`src/logic/adm_pkg.sv`:
```
// constants and types for the adc diagnostics monitor
package adm_pkg;
    // register addresses
    localparam logic [6:0] STATUS_ADDR = 7'h01;
    localparam logic [6:0] CLKCNT_ADDR = 7'h02;
    localparam logic [6:0] CFG3_ADDR = 7'h03;
    localparam logic [6:0] MAP_CRC_HI_ADDR = 7'h05;
    localparam logic [6:0] MAP_CRC_LO_ADDR = 7'h06;
    localparam logic [6:0] MAP_FIRST_ADDR = 7'h08;
    localparam logic [6:0] DPCFG1_ADDR = 7'h10;
    localparam logic [6:0] MAX_ADDR = 7'h50;
    localparam int MEM_DEPTH = 81;
    // error_flags bit positions
    localparam int ST_ALV = 6;
    localparam int ST_POR = 5;
    localparam int ST_SPI = 4;
    localparam int ST_REG = 3;
    localparam int ST_ADC = 2;
    localparam int ST_ADDR = 1;
    localparam int ST_SCLK = 0;
    localparam logic [6:0] STATUS_RESET = 7'h60;
    localparam logic [6:0] STATUS_W1C_MASK = 7'h7B;
    // general_config_three bit positions
    localparam int CFG3_STAT_OUT = 5;
    localparam int CFG3_SPI_CRC = 4;
    localparam int CFG3_REG_CRC = 3;
    localparam int CFG3_ADDR_EN = 2;
    localparam int CFG3_BITCNT = 1;
    localparam int CFG3_CLKCNT = 0;
    // data_port_config_one bit positions
    localparam int DP_HDR_EN = 7;
    localparam int PACKET_CRC_ENABLE = 6;
    // crc engines
    localparam logic [7:0] CRC8_POLY = 8'h07;
    localparam logic [7:0] CRC8_INIT = 8'hFF;
    localparam logic [15:0] CRC16_POLY = 16'h8005;
    localparam logic [15:0] CRC16_INIT = 16'hFFFF;
    // clock counter prescaler, divide by 32
    localparam int CLK_DIV = 32;
    localparam logic [4:0] PRESC_LAST = 5'(CLK_DIV - 1);
    localparam logic [7:0] RESET_BYTE = 8'h00;
    typedef enum logic [1:0] {
        WK_SCAN = 2'b01,
        WK_CHECK = 2'b10
    } adm_walk_t;
endpackage : adm_pkg

```
`src/logic/adm_crc8_byte.sv`:
```
// one byte step of the crc-8 engine, msb first
`timescale 1ns/10ps
module adm_crc8_byte
    import adm_pkg::*;
(
    input wire logic [7:0] crc_in, // running remainder
    input wire logic [7:0] data_in, // byte to fold in
    output logic [7:0] crc_out // updated remainder
);
    always_comb begin
        logic [7:0] c;
        c = crc_in;
        for (int i = 7; i >= 0; i--) begin
            if (c[7] ^ data_in[i]) begin // RULE11 RULE24
                c = {c[6:0], 1'b0} ^ CRC8_POLY;
            end else begin
                c = {c[6:0], 1'b0};
            end
        end
        crc_out = c;
    end
endmodule : adm_crc8_byte

```
`src/logic/adm_monitor.sv`:
```
// diagnostics monitor: error flags, spi crc, map crc, counters, packet crc
//
// Contract
// RULE1 - open-drain low-active error pin asserts on OR of the seven flags.
// RULE2 - flag bits: alv 6, por 5, spi 4, reg 3, adc 2, addr 1, sclk 0.
// RULE3 - analog low-voltage and power-on flags are set by reset.
// RULE4 - writing one to a flag bit clears it; host clears after cause goes.
// RULE5 - header error bit is the inverse of the error pin level; the code holds it at zero in hardware mode.
// RULE6 - in hardware mode only the converter error drives the error pin.
// RULE7 - input crc covers only the two command bytes, not leading padding.
// RULE8 - bad input crc drops command, sets flag, blocks non-status writes.
// RULE9 - reads run unless the previous read frame had a crc error.
// RULE10 - output crc covers read data and status byte, zero if disabled.
// RULE11 - crc-8 polynomial x8+x2+x+1 with initial all-ones on first byte.
// RULE12 - spi crc check and output only while spi crc enable is set.
// RULE13 - host stores map crc at 05h/06h; device recomputes over 08h-50h.
// RULE14 - map crc polynomial x16+x15+x2+1, checked only when enabled.
// RULE15 - memory fault sets converter error, cleared only by reset.
// RULE16 - access above 50h sets address error; then non-status writes block.
// RULE17 - frame bit count not multiple of eight sets flag, blocks writes.
// RULE18 - clock counter is 8 bits, wraps, steps at clock divided by 32.
// RULE19 - clock counter starts at zero when enabled, reads zero when off.
// RULE20 - host reads clock counter only while converting, fast enough sclk.
// RULE21 - packet crc byte over two data bytes plus header when enabled.
// RULE22 - header power bit is the OR of alv and por flags; the code holds it at zero in hardware mode.
// RULE23 - header enable is bit 7, packet crc enable bit 6 of dp config.
// RULE24 - crc engines take bits msb first, bytes in transmit order.
`timescale 1ns/10ps
module adm_monitor
    import adm_pkg::*;
(
    input wire logic CLK_SYS_IN, // system clock, 40 mhz
    input wire logic RSTN_IN, // synchronous reset, low active
    input wire logic CE_IN, // clock enable, freezes state when low
    input wire logic HW_MODE_IN, // pin-programmed hardware mode
    input wire logic ANALOG_LOW_IN, // analog supply low level
    input wire logic NVM_FAULT_IN, // internal memory check fault
    input wire logic SPI_CS_N_IN, // spi chip select, low active
    input wire logic SPI_BIT_STB_IN, // one pulse per sclk rising edge
    input wire logic SPI_MOSI_IN, // sampled mosi bit
    output logic RESP_VALID_OUT, // pulse: response bytes updated
    output logic [7:0] RESP_DATA_OUT, // read register data
    output logic [7:0] RESP_STATUS_OUT, // status byte or zero
    output logic [7:0] RESP_CRC_OUT, // output crc, zero when disabled
    input wire logic ERROR_N_IN, // level seen on error wire
    output logic ERROR_N_OUT, // error pin drive value, always low
    output logic ERROR_N_OE_OUT, // error pin pulls low while high
    input wire logic PKT_STB_IN, // pulse: new channel packet
    input wire logic [15:0] PKT_DATA_IN, // channel conversion data
    input wire logic [5:0] PKT_FLAGS_IN, // header bits 5 down to 0
    output logic PKT_VALID_OUT, // pulse: packet bytes updated
    output logic [7:0] PKT_HEADER_OUT, // data_port_header byte
    output logic [7:0] PKT_CRC_OUT, // packet crc byte
    output logic PKT_HDR_EN_OUT, // packet_header_enable
    output logic PKT_CRC_EN_OUT // packet_crc_enable
);
    logic [7:0] mem_q [0:MEM_DEPTH-1];
    logic [6:0] flags_q;
    logic [6:0] flags_d;
    logic cs_n_q;
    logic [7:0] shift_q;
    logic [2:0] bit_cnt_q;
    logic [1:0] byte_cnt_q;
    logic [7:0] b0_q, b1_q, b2_q;
    logic rd_block_q;
    logic [4:0] presc_q;
    logic [7:0] clock_check_counter_q;
    adm_walk_t walk_q;
    logic [6:0] walk_addr_q;
    logic [15:0] map_crc_q;
    logic err_q;

    logic [7:0] general_config_three;
    logic [7:0] data_port_config_one;
    logic spi_crc_en, reg_crc_en, addr_chk_en;
    logic frame_bit_count_enable, clock_check_enable, status_out_en;
    logic packet_header_enable, packet_crc_enable;
    assign general_config_three = mem_q[CFG3_ADDR];
    assign data_port_config_one = mem_q[DPCFG1_ADDR];
    assign status_out_en = general_config_three[CFG3_STAT_OUT];
    assign spi_crc_en = general_config_three[CFG3_SPI_CRC];
    assign reg_crc_en = general_config_three[CFG3_REG_CRC];
    assign addr_chk_en = general_config_three[CFG3_ADDR_EN];
    assign frame_bit_count_enable = general_config_three[CFG3_BITCNT];
    assign clock_check_enable = general_config_three[CFG3_CLKCNT];
    assign packet_header_enable = data_port_config_one[DP_HDR_EN]; // RULE23
    assign packet_crc_enable = data_port_config_one[PACKET_CRC_ENABLE]; // RULE23

    // frame decode, evaluated on chip select release
    logic frame_end, frame_begin;
    logic [7:0] cmd0, cmd1, crc_in_calc, crc_mid;
    logic [6:0] addr;
    logic is_read, crc_ok, nb_ok, sclk_bad, addr_bad, go;
    logic wr_block, do_wr, do_rd;
    assign frame_end = SPI_CS_N_IN & ~cs_n_q & ~HW_MODE_IN;
    assign frame_begin = ~SPI_CS_N_IN & cs_n_q;
    // last bytes are the command, so padding ahead of it is skipped
    assign cmd0 = spi_crc_en ? b2_q : b1_q; // RULE7
    assign cmd1 = spi_crc_en ? b1_q : b0_q; // RULE7
    assign is_read = cmd0[7];
    assign addr = cmd0[6:0];
    assign nb_ok = spi_crc_en ? (byte_cnt_q == 2'd3) : (byte_cnt_q >= 2'd2);
    assign crc_ok = ~spi_crc_en | (crc_in_calc == b0_q); // RULE12
    assign sclk_bad = frame_bit_count_enable & (bit_cnt_q != 3'd0); // RULE17
    assign addr_bad = addr_chk_en & (addr > MAX_ADDR); // RULE16
    assign go = frame_end & nb_ok & ~sclk_bad;
    assign wr_block = (flags_q[ST_SPI] | flags_q[ST_ADDR] | flags_q[ST_SCLK])
        & (addr != STATUS_ADDR); // RULE8 RULE16 RULE17
    assign do_wr = go & crc_ok & ~is_read & ~addr_bad & ~wr_block
        & (addr <= MAX_ADDR); // RULE8
    assign do_rd = go & crc_ok & is_read & ~rd_block_q
        & (addr <= MAX_ADDR); // RULE9

    adm_crc8_byte u_crc_cmd0 (
        .crc_in(CRC8_INIT),
        .data_in(cmd0),
        .crc_out(crc_mid)
    );
    adm_crc8_byte u_crc_cmd1 (
        .crc_in(crc_mid),
        .data_in(cmd1),
        .crc_out(crc_in_calc)
    );

    // read data and output crc
    logic [7:0] rd_data, stat_byte, out_mid, out_crc;
    always_comb begin
        if (addr == STATUS_ADDR) begin
            rd_data = {1'b0, flags_q};
        end else if (addr == CLKCNT_ADDR) begin
            rd_data = clock_check_counter_q;
        end else if (addr <= MAX_ADDR) begin
            rd_data = mem_q[addr];
        end else begin
            rd_data = RESET_BYTE;
        end
    end
    assign stat_byte = status_out_en ? {1'b0, flags_q} : RESET_BYTE; // RULE10
    adm_crc8_byte u_crc_out0 (
        .crc_in(CRC8_INIT),
        .data_in(rd_data),
        .crc_out(out_mid)
    );
    adm_crc8_byte u_crc_out1 (
        .crc_in(out_mid),
        .data_in(stat_byte),
        .crc_out(out_crc)
    );

    // bit and byte assembly
    always_ff @(posedge CLK_SYS_IN) begin
        if (!RSTN_IN) begin
            cs_n_q <= 1'b1;
            shift_q <= RESET_BYTE;
            bit_cnt_q <= 3'd0;
            byte_cnt_q <= 2'd0;
            b0_q <= RESET_BYTE;
            b1_q <= RESET_BYTE;
            b2_q <= RESET_BYTE;
        end else if (CE_IN) begin
            cs_n_q <= SPI_CS_N_IN;
            if (frame_begin) begin
                bit_cnt_q <= 3'd0;
                byte_cnt_q <= 2'd0;
            end else if (!SPI_CS_N_IN && SPI_BIT_STB_IN) begin
                shift_q <= {shift_q[6:0], SPI_MOSI_IN}; // RULE24
                bit_cnt_q <= bit_cnt_q + 3'd1;
                if (bit_cnt_q == 3'd7) begin
                    b0_q <= {shift_q[6:0], SPI_MOSI_IN};
                    b1_q <= b0_q;
                    b2_q <= b1_q;
                    if (byte_cnt_q != 2'd3) begin
                        byte_cnt_q <= byte_cnt_q + 2'd1;
                    end
                end
            end
        end
    end

    // register array writes
    always_ff @(posedge CLK_SYS_IN) begin
        if (!RSTN_IN) begin
            for (int i = 0; i < MEM_DEPTH; i++) begin
                mem_q[i] <= RESET_BYTE;
            end
        end else if (CE_IN) begin
            if (do_wr && addr != STATUS_ADDR && addr != CLKCNT_ADDR) begin
                mem_q[addr] <= cmd1;
            end
        end
    end

    // read blocking follows the crc outcome of the last read frame
    always_ff @(posedge CLK_SYS_IN) begin
        if (!RSTN_IN) begin
            rd_block_q <= 1'b0;
        end else if (CE_IN) begin
            if (go && is_read) begin
                rd_block_q <= ~crc_ok; // RULE9
            end
        end
    end

    // response bytes
    always_ff @(posedge CLK_SYS_IN) begin
        if (!RSTN_IN) begin
            RESP_VALID_OUT <= 1'b0;
            RESP_DATA_OUT <= RESET_BYTE;
            RESP_STATUS_OUT <= RESET_BYTE;
            RESP_CRC_OUT <= RESET_BYTE;
        end else if (CE_IN) begin
            RESP_VALID_OUT <= do_rd;
            if (do_rd) begin
                RESP_DATA_OUT <= rd_data;
                RESP_STATUS_OUT <= stat_byte;
                RESP_CRC_OUT <= spi_crc_en ? out_crc : RESET_BYTE; // RULE12
            end
        end
    end

    // sticky error flags, a set wins over a clear in the same cycle
    logic map_mismatch;
    always_comb begin
        logic [6:0] set_v;
        logic [6:0] clr_v;
        set_v = '0;
        clr_v = '0;
        set_v[ST_ALV] = ANALOG_LOW_IN;
        set_v[ST_SPI] = go & ~crc_ok; // RULE8
        set_v[ST_REG] = map_mismatch; // RULE13
        set_v[ST_ADC] = NVM_FAULT_IN; // RULE15
        set_v[ST_ADDR] = go & crc_ok & addr_bad; // RULE16
        set_v[ST_SCLK] = frame_end & sclk_bad; // RULE17
        if (do_wr && addr == STATUS_ADDR) begin
            clr_v = cmd1[6:0] & STATUS_W1C_MASK; // RULE4 RULE15
        end
        flags_d = (flags_q & ~clr_v) | set_v; // RULE4
    end
    always_ff @(posedge CLK_SYS_IN) begin
        if (!RSTN_IN) begin
            flags_q <= STATUS_RESET; // RULE2 RULE3
        end else if (CE_IN) begin
            flags_q <= flags_d;
        end
    end

    // error pin, only the converter error counts in hardware mode
    always_ff @(posedge CLK_SYS_IN) begin
        if (!RSTN_IN) begin
            err_q <= 1'b1;
        end else if (CE_IN) begin
            err_q <= HW_MODE_IN ? flags_q[ST_ADC] : |flags_q; // RULE1 RULE6
        end
    end
    assign ERROR_N_OUT = 1'b0;
    assign ERROR_N_OE_OUT = err_q; // RULE1

    // clock check counter
    always_ff @(posedge CLK_SYS_IN) begin
        if (!RSTN_IN) begin
            presc_q <= 5'd0;
            clock_check_counter_q <= RESET_BYTE;
        end else if (CE_IN) begin
            if (!clock_check_enable) begin
                presc_q <= 5'd0; // RULE19
                clock_check_counter_q <= RESET_BYTE; // RULE19
            end else begin
                presc_q <= presc_q + 5'd1;
                if (presc_q == PRESC_LAST) begin
                    clock_check_counter_q <= clock_check_counter_q + 8'd1;
                end // RULE18
            end
        end
    end

    // register map crc walker over 08h to 50h
    function automatic logic [15:0] crc16_step(input logic [15:0] c_in,
                                               input logic [7:0] d);
        logic [15:0] c;
        c = c_in;
        for (int i = 7; i >= 0; i--) begin
            if (c[15] ^ d[i]) begin // RULE14 RULE24
                c = {c[14:0], 1'b0} ^ CRC16_POLY;
            end else begin
                c = {c[14:0], 1'b0};
            end
        end
        return c;
    endfunction : crc16_step

    assign map_mismatch = (walk_q == WK_CHECK) & reg_crc_en & ~do_wr
        & (map_crc_q != {mem_q[MAP_CRC_HI_ADDR], mem_q[MAP_CRC_LO_ADDR]});
    always_ff @(posedge CLK_SYS_IN) begin
        if (!RSTN_IN) begin
            walk_q <= WK_SCAN;
            walk_addr_q <= MAP_FIRST_ADDR;
            map_crc_q <= CRC16_INIT;
        end else if (CE_IN) begin
            if (do_wr) begin
                walk_q <= WK_SCAN; // restart after any change
                walk_addr_q <= MAP_FIRST_ADDR;
                map_crc_q <= CRC16_INIT;
            end else begin
                case (walk_q)
                    WK_SCAN: begin
                        map_crc_q <= crc16_step(map_crc_q,
                                                mem_q[walk_addr_q]); // RULE13
                        if (walk_addr_q == MAX_ADDR) begin
                            walk_q <= WK_CHECK;
                        end else begin
                            walk_addr_q <= walk_addr_q + 7'd1;
                        end
                    end
                    WK_CHECK: begin
                        walk_q <= WK_SCAN;
                        walk_addr_q <= MAP_FIRST_ADDR;
                        map_crc_q <= CRC16_INIT;
                    end
                    default: begin
                        walk_q <= WK_SCAN;
                        walk_addr_q <= MAP_FIRST_ADDR;
                        map_crc_q <= CRC16_INIT;
                    end
                endcase
            end
        end
    end

    // data-port packet header and crc
    logic [7:0] hdr, pk_a, pk_b_in, pk_b, pk_c;
    assign hdr = {~HW_MODE_IN & (flags_q[ST_ALV] | flags_q[ST_POR]), // RULE22
                  ~HW_MODE_IN & ~ERROR_N_IN, // RULE5
                  PKT_FLAGS_IN};
    adm_crc8_byte u_crc_hdr (
        .crc_in(CRC8_INIT),
        .data_in(hdr),
        .crc_out(pk_a)
    );
    assign pk_b_in = packet_header_enable ? pk_a : CRC8_INIT; // RULE21
    adm_crc8_byte u_crc_dhi (
        .crc_in(pk_b_in),
        .data_in(PKT_DATA_IN[15:8]),
        .crc_out(pk_b)
    );
    adm_crc8_byte u_crc_dlo (
        .crc_in(pk_b),
        .data_in(PKT_DATA_IN[7:0]),
        .crc_out(pk_c)
    );
    always_ff @(posedge CLK_SYS_IN) begin
        if (!RSTN_IN) begin
            PKT_VALID_OUT <= 1'b0;
            PKT_HEADER_OUT <= RESET_BYTE;
            PKT_CRC_OUT <= RESET_BYTE;
            PKT_HDR_EN_OUT <= 1'b0;
            PKT_CRC_EN_OUT <= 1'b0;
        end else if (CE_IN) begin
            PKT_VALID_OUT <= PKT_STB_IN;
            PKT_HDR_EN_OUT <= packet_header_enable;
            PKT_CRC_EN_OUT <= packet_crc_enable;
            if (PKT_STB_IN) begin
                PKT_HEADER_OUT <= hdr;
                PKT_CRC_OUT <= packet_crc_enable ? pk_c : RESET_BYTE; // RULE21
            end
        end
    end

    // checks
    pin_or_a: assert property (@(posedge CLK_SYS_IN) disable iff (!RSTN_IN)
        CE_IN && !HW_MODE_IN |=> ERROR_N_OE_OUT == |$past(flags_q)) // RULE1
        else $error("error pin not OR of flags");
    hw_mode_a: assert property (@(posedge CLK_SYS_IN) disable iff (!RSTN_IN)
        CE_IN && HW_MODE_IN
        |=> ERROR_N_OE_OUT == $past(flags_q[ST_ADC])) // RULE6
        else $error("hardware mode error pin wrong");
    por_flags_a: assert property (@(posedge CLK_SYS_IN)
        !RSTN_IN |=> flags_q[ST_ALV] && flags_q[ST_POR] && ERROR_N_OE_OUT) // RULE3
        else $error("power flags not set by reset");
    adc_sticky_a: assert property (@(posedge CLK_SYS_IN) disable iff (!RSTN_IN)
        flags_q[ST_ADC] |=> flags_q[ST_ADC]) // RULE15
        else $error("converter error cleared without reset");
    crc_drop_a: assert property (@(posedge CLK_SYS_IN) disable iff (!RSTN_IN)
        CE_IN && go && !crc_ok
        |-> !do_wr && !do_rd ##1 flags_q[ST_SPI]) // RULE8
        else $error("bad crc command executed or not flagged");
    wr_block_a: assert property (@(posedge CLK_SYS_IN) disable iff (!RSTN_IN)
        (flags_q[ST_ADDR] || flags_q[ST_SCLK]) && addr != STATUS_ADDR
        |-> !do_wr) // RULE16 RULE17
        else $error("write passed while blocked");
    w1c_a: assert property (@(posedge CLK_SYS_IN) disable iff (!RSTN_IN)
        CE_IN && do_wr && addr == STATUS_ADDR && cmd1[ST_POR]
        |=> !flags_q[ST_POR]) // RULE4
        else $error("status write one did not clear");
    cnt_off_a: assert property (@(posedge CLK_SYS_IN) disable iff (!RSTN_IN)
        CE_IN && !clock_check_enable
        |=> clock_check_counter_q == 8'h00) // RULE19
        else $error("clock counter not zero while off");
    cnt_rate_a: assert property (@(posedge CLK_SYS_IN) disable iff (!RSTN_IN)
        CE_IN && clock_check_enable && presc_q != PRESC_LAST
        && !(do_wr && addr == CFG3_ADDR)
        |=> $stable(clock_check_counter_q)) // RULE18
        else $error("clock counter stepped early");
    hdr_bits_a: assert property (@(posedge CLK_SYS_IN) disable iff (!RSTN_IN)
        CE_IN && PKT_STB_IN && !HW_MODE_IN |=> PKT_HEADER_OUT[6]
        == !$past(ERROR_N_IN) && PKT_HEADER_OUT[7]
        == $past(flags_q[ST_ALV] | flags_q[ST_POR])) // RULE5 RULE22
        else $error("header power or error bit wrong");
    bitcnt_a: assert property (@(posedge CLK_SYS_IN) disable iff (!RSTN_IN)
        CE_IN && frame_end && sclk_bad |=> flags_q[ST_SCLK]) // RULE17
        else $error("bit count error not flagged");
endmodule : adm_monitor

```
`config.mk`:
```
export PLATFORM = sky130hd
export DESIGN_NAME = adm_monitor
export DESIGN_NICKNAME = d
export VERILOG_FILES = /design/src/logic/adm_pkg.sv /design/src/logic/adm_crc8_byte.sv /design/src/logic/adm_monitor.sv
export SDC_FILE = /design/constraint.sdc
export NUM_CORES = 2
export LEC_CHECK = 0
export BUFFER_PORTS_ARGS = -buffer_cell sky130_fd_sc_hd__buf_2
export CAP_MARGIN = 20
export CORE_AREA = 2 2 271 340
export DETAILED_ROUTE_END_ITERATION = 8
export DIE_AREA = 0 0 273 342
export PLACE_DENSITY = 0.87
export SYNTH_ARGS = -nofsm -noshare
export SYNTH_HDL_FRONTEND = slang
export SYNTH_HIERARCHICAL = 1
export SYNTH_SLANG_ARGS = --single-unit
```
`constraint.sdc`:
```
create_clock -name CLK_SYS_IN -period 6.5 [get_ports CLK_SYS_IN]
set_input_delay 1.3 -clock CLK_SYS_IN [delete_from_list [all_inputs] [get_ports CLK_SYS_IN]]
set_output_delay 1.3 -clock CLK_SYS_IN [all_outputs]
set_load 0.01 [all_outputs]
```
==> flow_summary.yaml <==
sta:
  whs_ns: 0.448
  fmax_mhz: 165
  rsz0062_at_grt: "no"
  hold_viol_final: 0
  finalCriticalPeriod_ns: 6.04
  setup_ws_ns: 0.456
  skew_ns: 0.0316
  period_share: 0.930
  setup_viol: 0
  tightest_slew_ns: 1.18
  relSlewSlack: 0.213
  slew_viol_final: 0
  tns_ns: 0
routing:
  dr.max_layer_used: "met5"
  drtAntennaViolNets: 0
  wirelength_met1_microns: 49600
  drt_iter0_markers: 6667
  vias: 39700
  drtPass1Iterations: 9
  drt-vias-per-instance: 6.70
  avgRoutedWirePerCell_microns: 29.1
  wl_met3_microns: 27000
  wl_met2_microns: 77700
  drt-total-wl_microns: 172000
  route.detailed.drc: 1
clock_tree:
  clockBufferDepth: 3
  cts.sinks: 1158
  insertion_delay_ns: 0.72
  cts_root_buf: "clkbuf_16"
  htree_num_levels: 3
  path_clk_slew_ns: 0.07
  cts_tree: "done"
  cts_buffers: 107
critical_path:
  critical-path-slowest-cell: "a2111o_1"
  path_max_fanout: 34
  cp.required_ns: 6.88
  cpPeakStageDelay_ns: 0.48
  start_kind: "register"
  cpMostUsedCell: "xnor2_1"
  path_buf_inv: 2
  crit_path_start: "mem_q[3][4]"
  crit_arrival_ns: 6.42
  cpLargestDelayFamily: "simple AND/OR/NAND/NOR gates"
  worst-setup-path-type: "register to register"
  crit_path_end_kind: "register"
  cp_cell_sequence: "mux2i_2 > inv_8 > xnor2_1 > xnor2_1 > xnor2_1 > xnor2_1 > xnor2_1 > xnor2_1 > xor2_1 > nor4_1 > a21boi_0 > a2111o_1 > nor4_1 > nand2b_1 > nor2_2 > buf_4 > nand2_1 > nand2_1"
  regToRegStartpoint: "mem_q[3][4]"
job:
  drv_cap: 0
synthesis:
  yosys.area.top_type: "edfxtp_1"
  synth_edf_count: 1024
  synthAdderAreaFrac: 0.00197
  synth-compound-area-share: 0.0375
  avgSynthCellArea_sq_um: 13.6
  netlist_area_sq_um: 57200
  synth.top_cells.by_area: "edfxtp_1, mux4_2, mux2i_1"
  syn_inst: 4195
  muxShareOfSynthArea: 0.223
  synth_cell_types: 73
  synth-async-reset-ratio: 0
  post_synth_xor_area_fraction: 0.0323
  ys_warn_count: 6
  synth_ff_type: "edfxtp_1"
  synth_top_area_share: 0.537
  ys_seq_elements: 1158
  ys_seq_area_frac: 0.584
  synth-simple-area-share: 0.0937
  synth_top_family_by_area: "multiplexers"
floorplan:
  io_pins: 79
  rows: 124
  dieArea_sq_um: 93400
  die_w_microns: 273
  placeableCoreArea_sq_um: 90600
  start_util: 0.632
  die_h_microns: 342
final_layout:
  area_growth_syn_to_layout_pct: 12.2
  layout.nets: 4674
  final_cells: 5925
  drive_gt1_frac: 0.163
  final_area_sq_um: 64200
grt:
  grt_overflow: 0
  grt_start_max_net_pins: 107
  grt_pass1_vias: 39200
  antenna_found_initial: 18
  gr-usage-all-layers: 0.371
  grt_pass1_wl_microns: 251000
pwr:
  power.internal_mw: 13.0
  pwr-share-clk: 0.384
  swShare: 0.245
  switchingPower_mw: 4.20
  seq_power_share: 0.504
  p_leak_nw: 21.1
  combPwrFrac: 0.112
  p_per_area_nw_per_um2: 267
  peakVddDrop_v: 0.000417
run_status:
  status: "complete, but fails checks"
  failed_checks: "DRC"
placed_design:
  dpl_cell_area_sq_um: 60500
  port_buffers: 76
  gp_congestion: 1.03
  dpl.hpwl_microns: 113000
  place_inst: 5715
  dpl_worst_slack_ns: 0.274
min_path:
  worstHoldPathType: "register to register"
  hp-start: "PKT_CRC_OUT[4]"
[cell usage after synthesis (10+ instances only)]
| cell type | number |
|---|---|
| nand2b_1 | 21 |
| a2111oi_0 | 12 |
| nor3_1 | 25 |
| edfxtp_1 | 1024 |
| nand3_1 | 59 |
| clkbuf_1 | 164 |
| a22oi_1 | 80 |
| a21oi_1 | 136 |
| nor2_1 | 722 |
| xor2_1 | 60 |
| buf_2 | 73 |
| inv_1 | 29 |
| nand2_1 | 381 |
| mux2_2 | 18 |
| mux4_2 | 337 |
| o21ai_0 | 31 |
| and2_1 | 19 |
| dfxtp_1 | 134 |
| or3_1 | 10 |
| mux2i_1 | 497 |
| xnor2_1 | 138 |
| buf_4 | 27 |
| a31oi_1 | 14 |
| buf_6 | 18 |
| nor2b_1 | 14 |
| nand4_1 | 24 |
[flip-flops by register name, indices dropped and copies added, names as in the netlist, 2 cells and up, named ones only]
register	cells
mem_q	1024
map_crc_q	16
PKT_CRC_OUT	8
PKT_HEADER_OUT	8
RESP_CRC_OUT	8
RESP_DATA_OUT	8
b0_q	8
b1_q	8
b2_q	8
clock_check_counter_q	8
RESP_STATUS_OUT	7
flags_q	7
shift_q	7
walk_addr_q	7
presc_q	5
bit_cnt_q	3
byte_cnt_q	2
walk_q	2
[per-stage QoR]
stage	total power [mW]	util
2_1_floorplan	10.1	-
3_3_place_gp	10.6	0.667
3_5_place_dp	10.6	0.668
4_1_cts	17.1	0.708
5_1_grt	17.5	0.709
6_report	17.2	0.709
[cell usage in the layout (no fill, tap or decap), types with 7 or more instances in the layout]
| cell type | n |
|---|---|
| edfxtp_1 | 1024 |
| nor2_1 | 720 |
| mux2i_1 | 487 |
| conb_1 | 419 |
| nand2_1 | 381 |
| mux4_2 | 337 |
| xnor2_1 | 138 |
| a21oi_1 | 136 |
| dfxtp_1 | 128 |
| buf_4 | 110 |
| clkbuf_16 | 109 |
| a22oi_1 | 80 |
| buf_2 | 77 |
| xor2_1 | 60 |
| nand3_1 | 59 |
| o21ai_0 | 31 |
| inv_1 | 29 |
| nand4_1 | 24 |
| nor3_1 | 21 |
| nand2b_1 | 21 |
| clkinv_2 | 20 |
| and2_1 | 19 |
| clkinv_1 | 19 |
| mux2_2 | 17 |
| bufinv_16 | 15 |
| clkbuf_1 | 15 |
| a31oi_1 | 14 |
| nor2b_1 | 13 |
| a2111oi_0 | 11 |
| buf_12 | 11 |
| or3_1 | 10 |
| clkinvlp_4 | 10 |
| mux2i_4 | 9 |
| nor4_1 | 9 |
| ha_1 | 9 |
| a221oi_1 | 8 |
| nor2_2 | 7 |
[final timing paths]
kind	end	slack [ns]	cells after the start
setup reg to reg	mem_q[74][5]	0.46	18
setup / recovery	mem_q[74][5]	0.46	18
hold / removal	PKT_CRC_OUT[4]	0.45	2
hold reg to reg	PKT_CRC_OUT[4]	0.45	2
[worst register-to-register path: stages (launching register included)]
cell      delay [ns]
edfxtp_1        0.44
mux2i_2         0.37
inv_8           0.21
xnor2_1         0.24
xnor2_1         0.41
xnor2_1         0.17
xnor2_1         0.16
xnor2_1         0.41
xnor2_1         0.17
xor2_1          0.16
nor4_1          0.24
a21boi_0        0.26
a2111o_1        0.48
nor4_1          0.45
nand2b_1        0.28
nor2_2          0.22
buf_4           0.33
nand2_1         0.33
nand2_1         0.40
[cell type report]
class                   count  area [sq um]
flip-flops and latches   1158         33400
repair buffers            203          1520
diodes                      4          10.0
clock inverters            77           868
fillers                  5557         26400
inverters                  34           136
clock buffers             124          2780
multi-input cells        3128         24000
well taps                1197          1500
[power groups by stage]
stage          Clock (mW)  Sequential, mW  Combinational [mW]
4_1_cts              6.58            8.64                1.84
3_3_place_gp            0            8.78                1.78
5_1_grt              6.85            8.67                2.01
3_5_place_dp            0            8.79                1.82
6_report             6.59            8.65                1.91
2_1_floorplan           0            8.67                1.44
[per-layer routing]
metal	global-route usage	vias to the layer above
li1	-	16200
met1	0.418	18900
met2	0.571	3586
met3	0.135	994
met4	0.297	24
met5	0.00671	-
[timing repair]
item | CTS | global route
hold buffers | 0 | 0
gates resized for setup | 0 | 0
buffers inserted | 0 | 1
endpoints found under the setup margin | 0 | 682
[logic make-up after synthesis]
family	after synthesis
and+or+nand+nor	1309
adders and majority gates	9
xor gates and xnor gates	203
DFF	1158
muxes	852
other	2
buffers and inverters	326
AOI/OAI and AO/OA	336
Power figures use the tool's default switching activity.
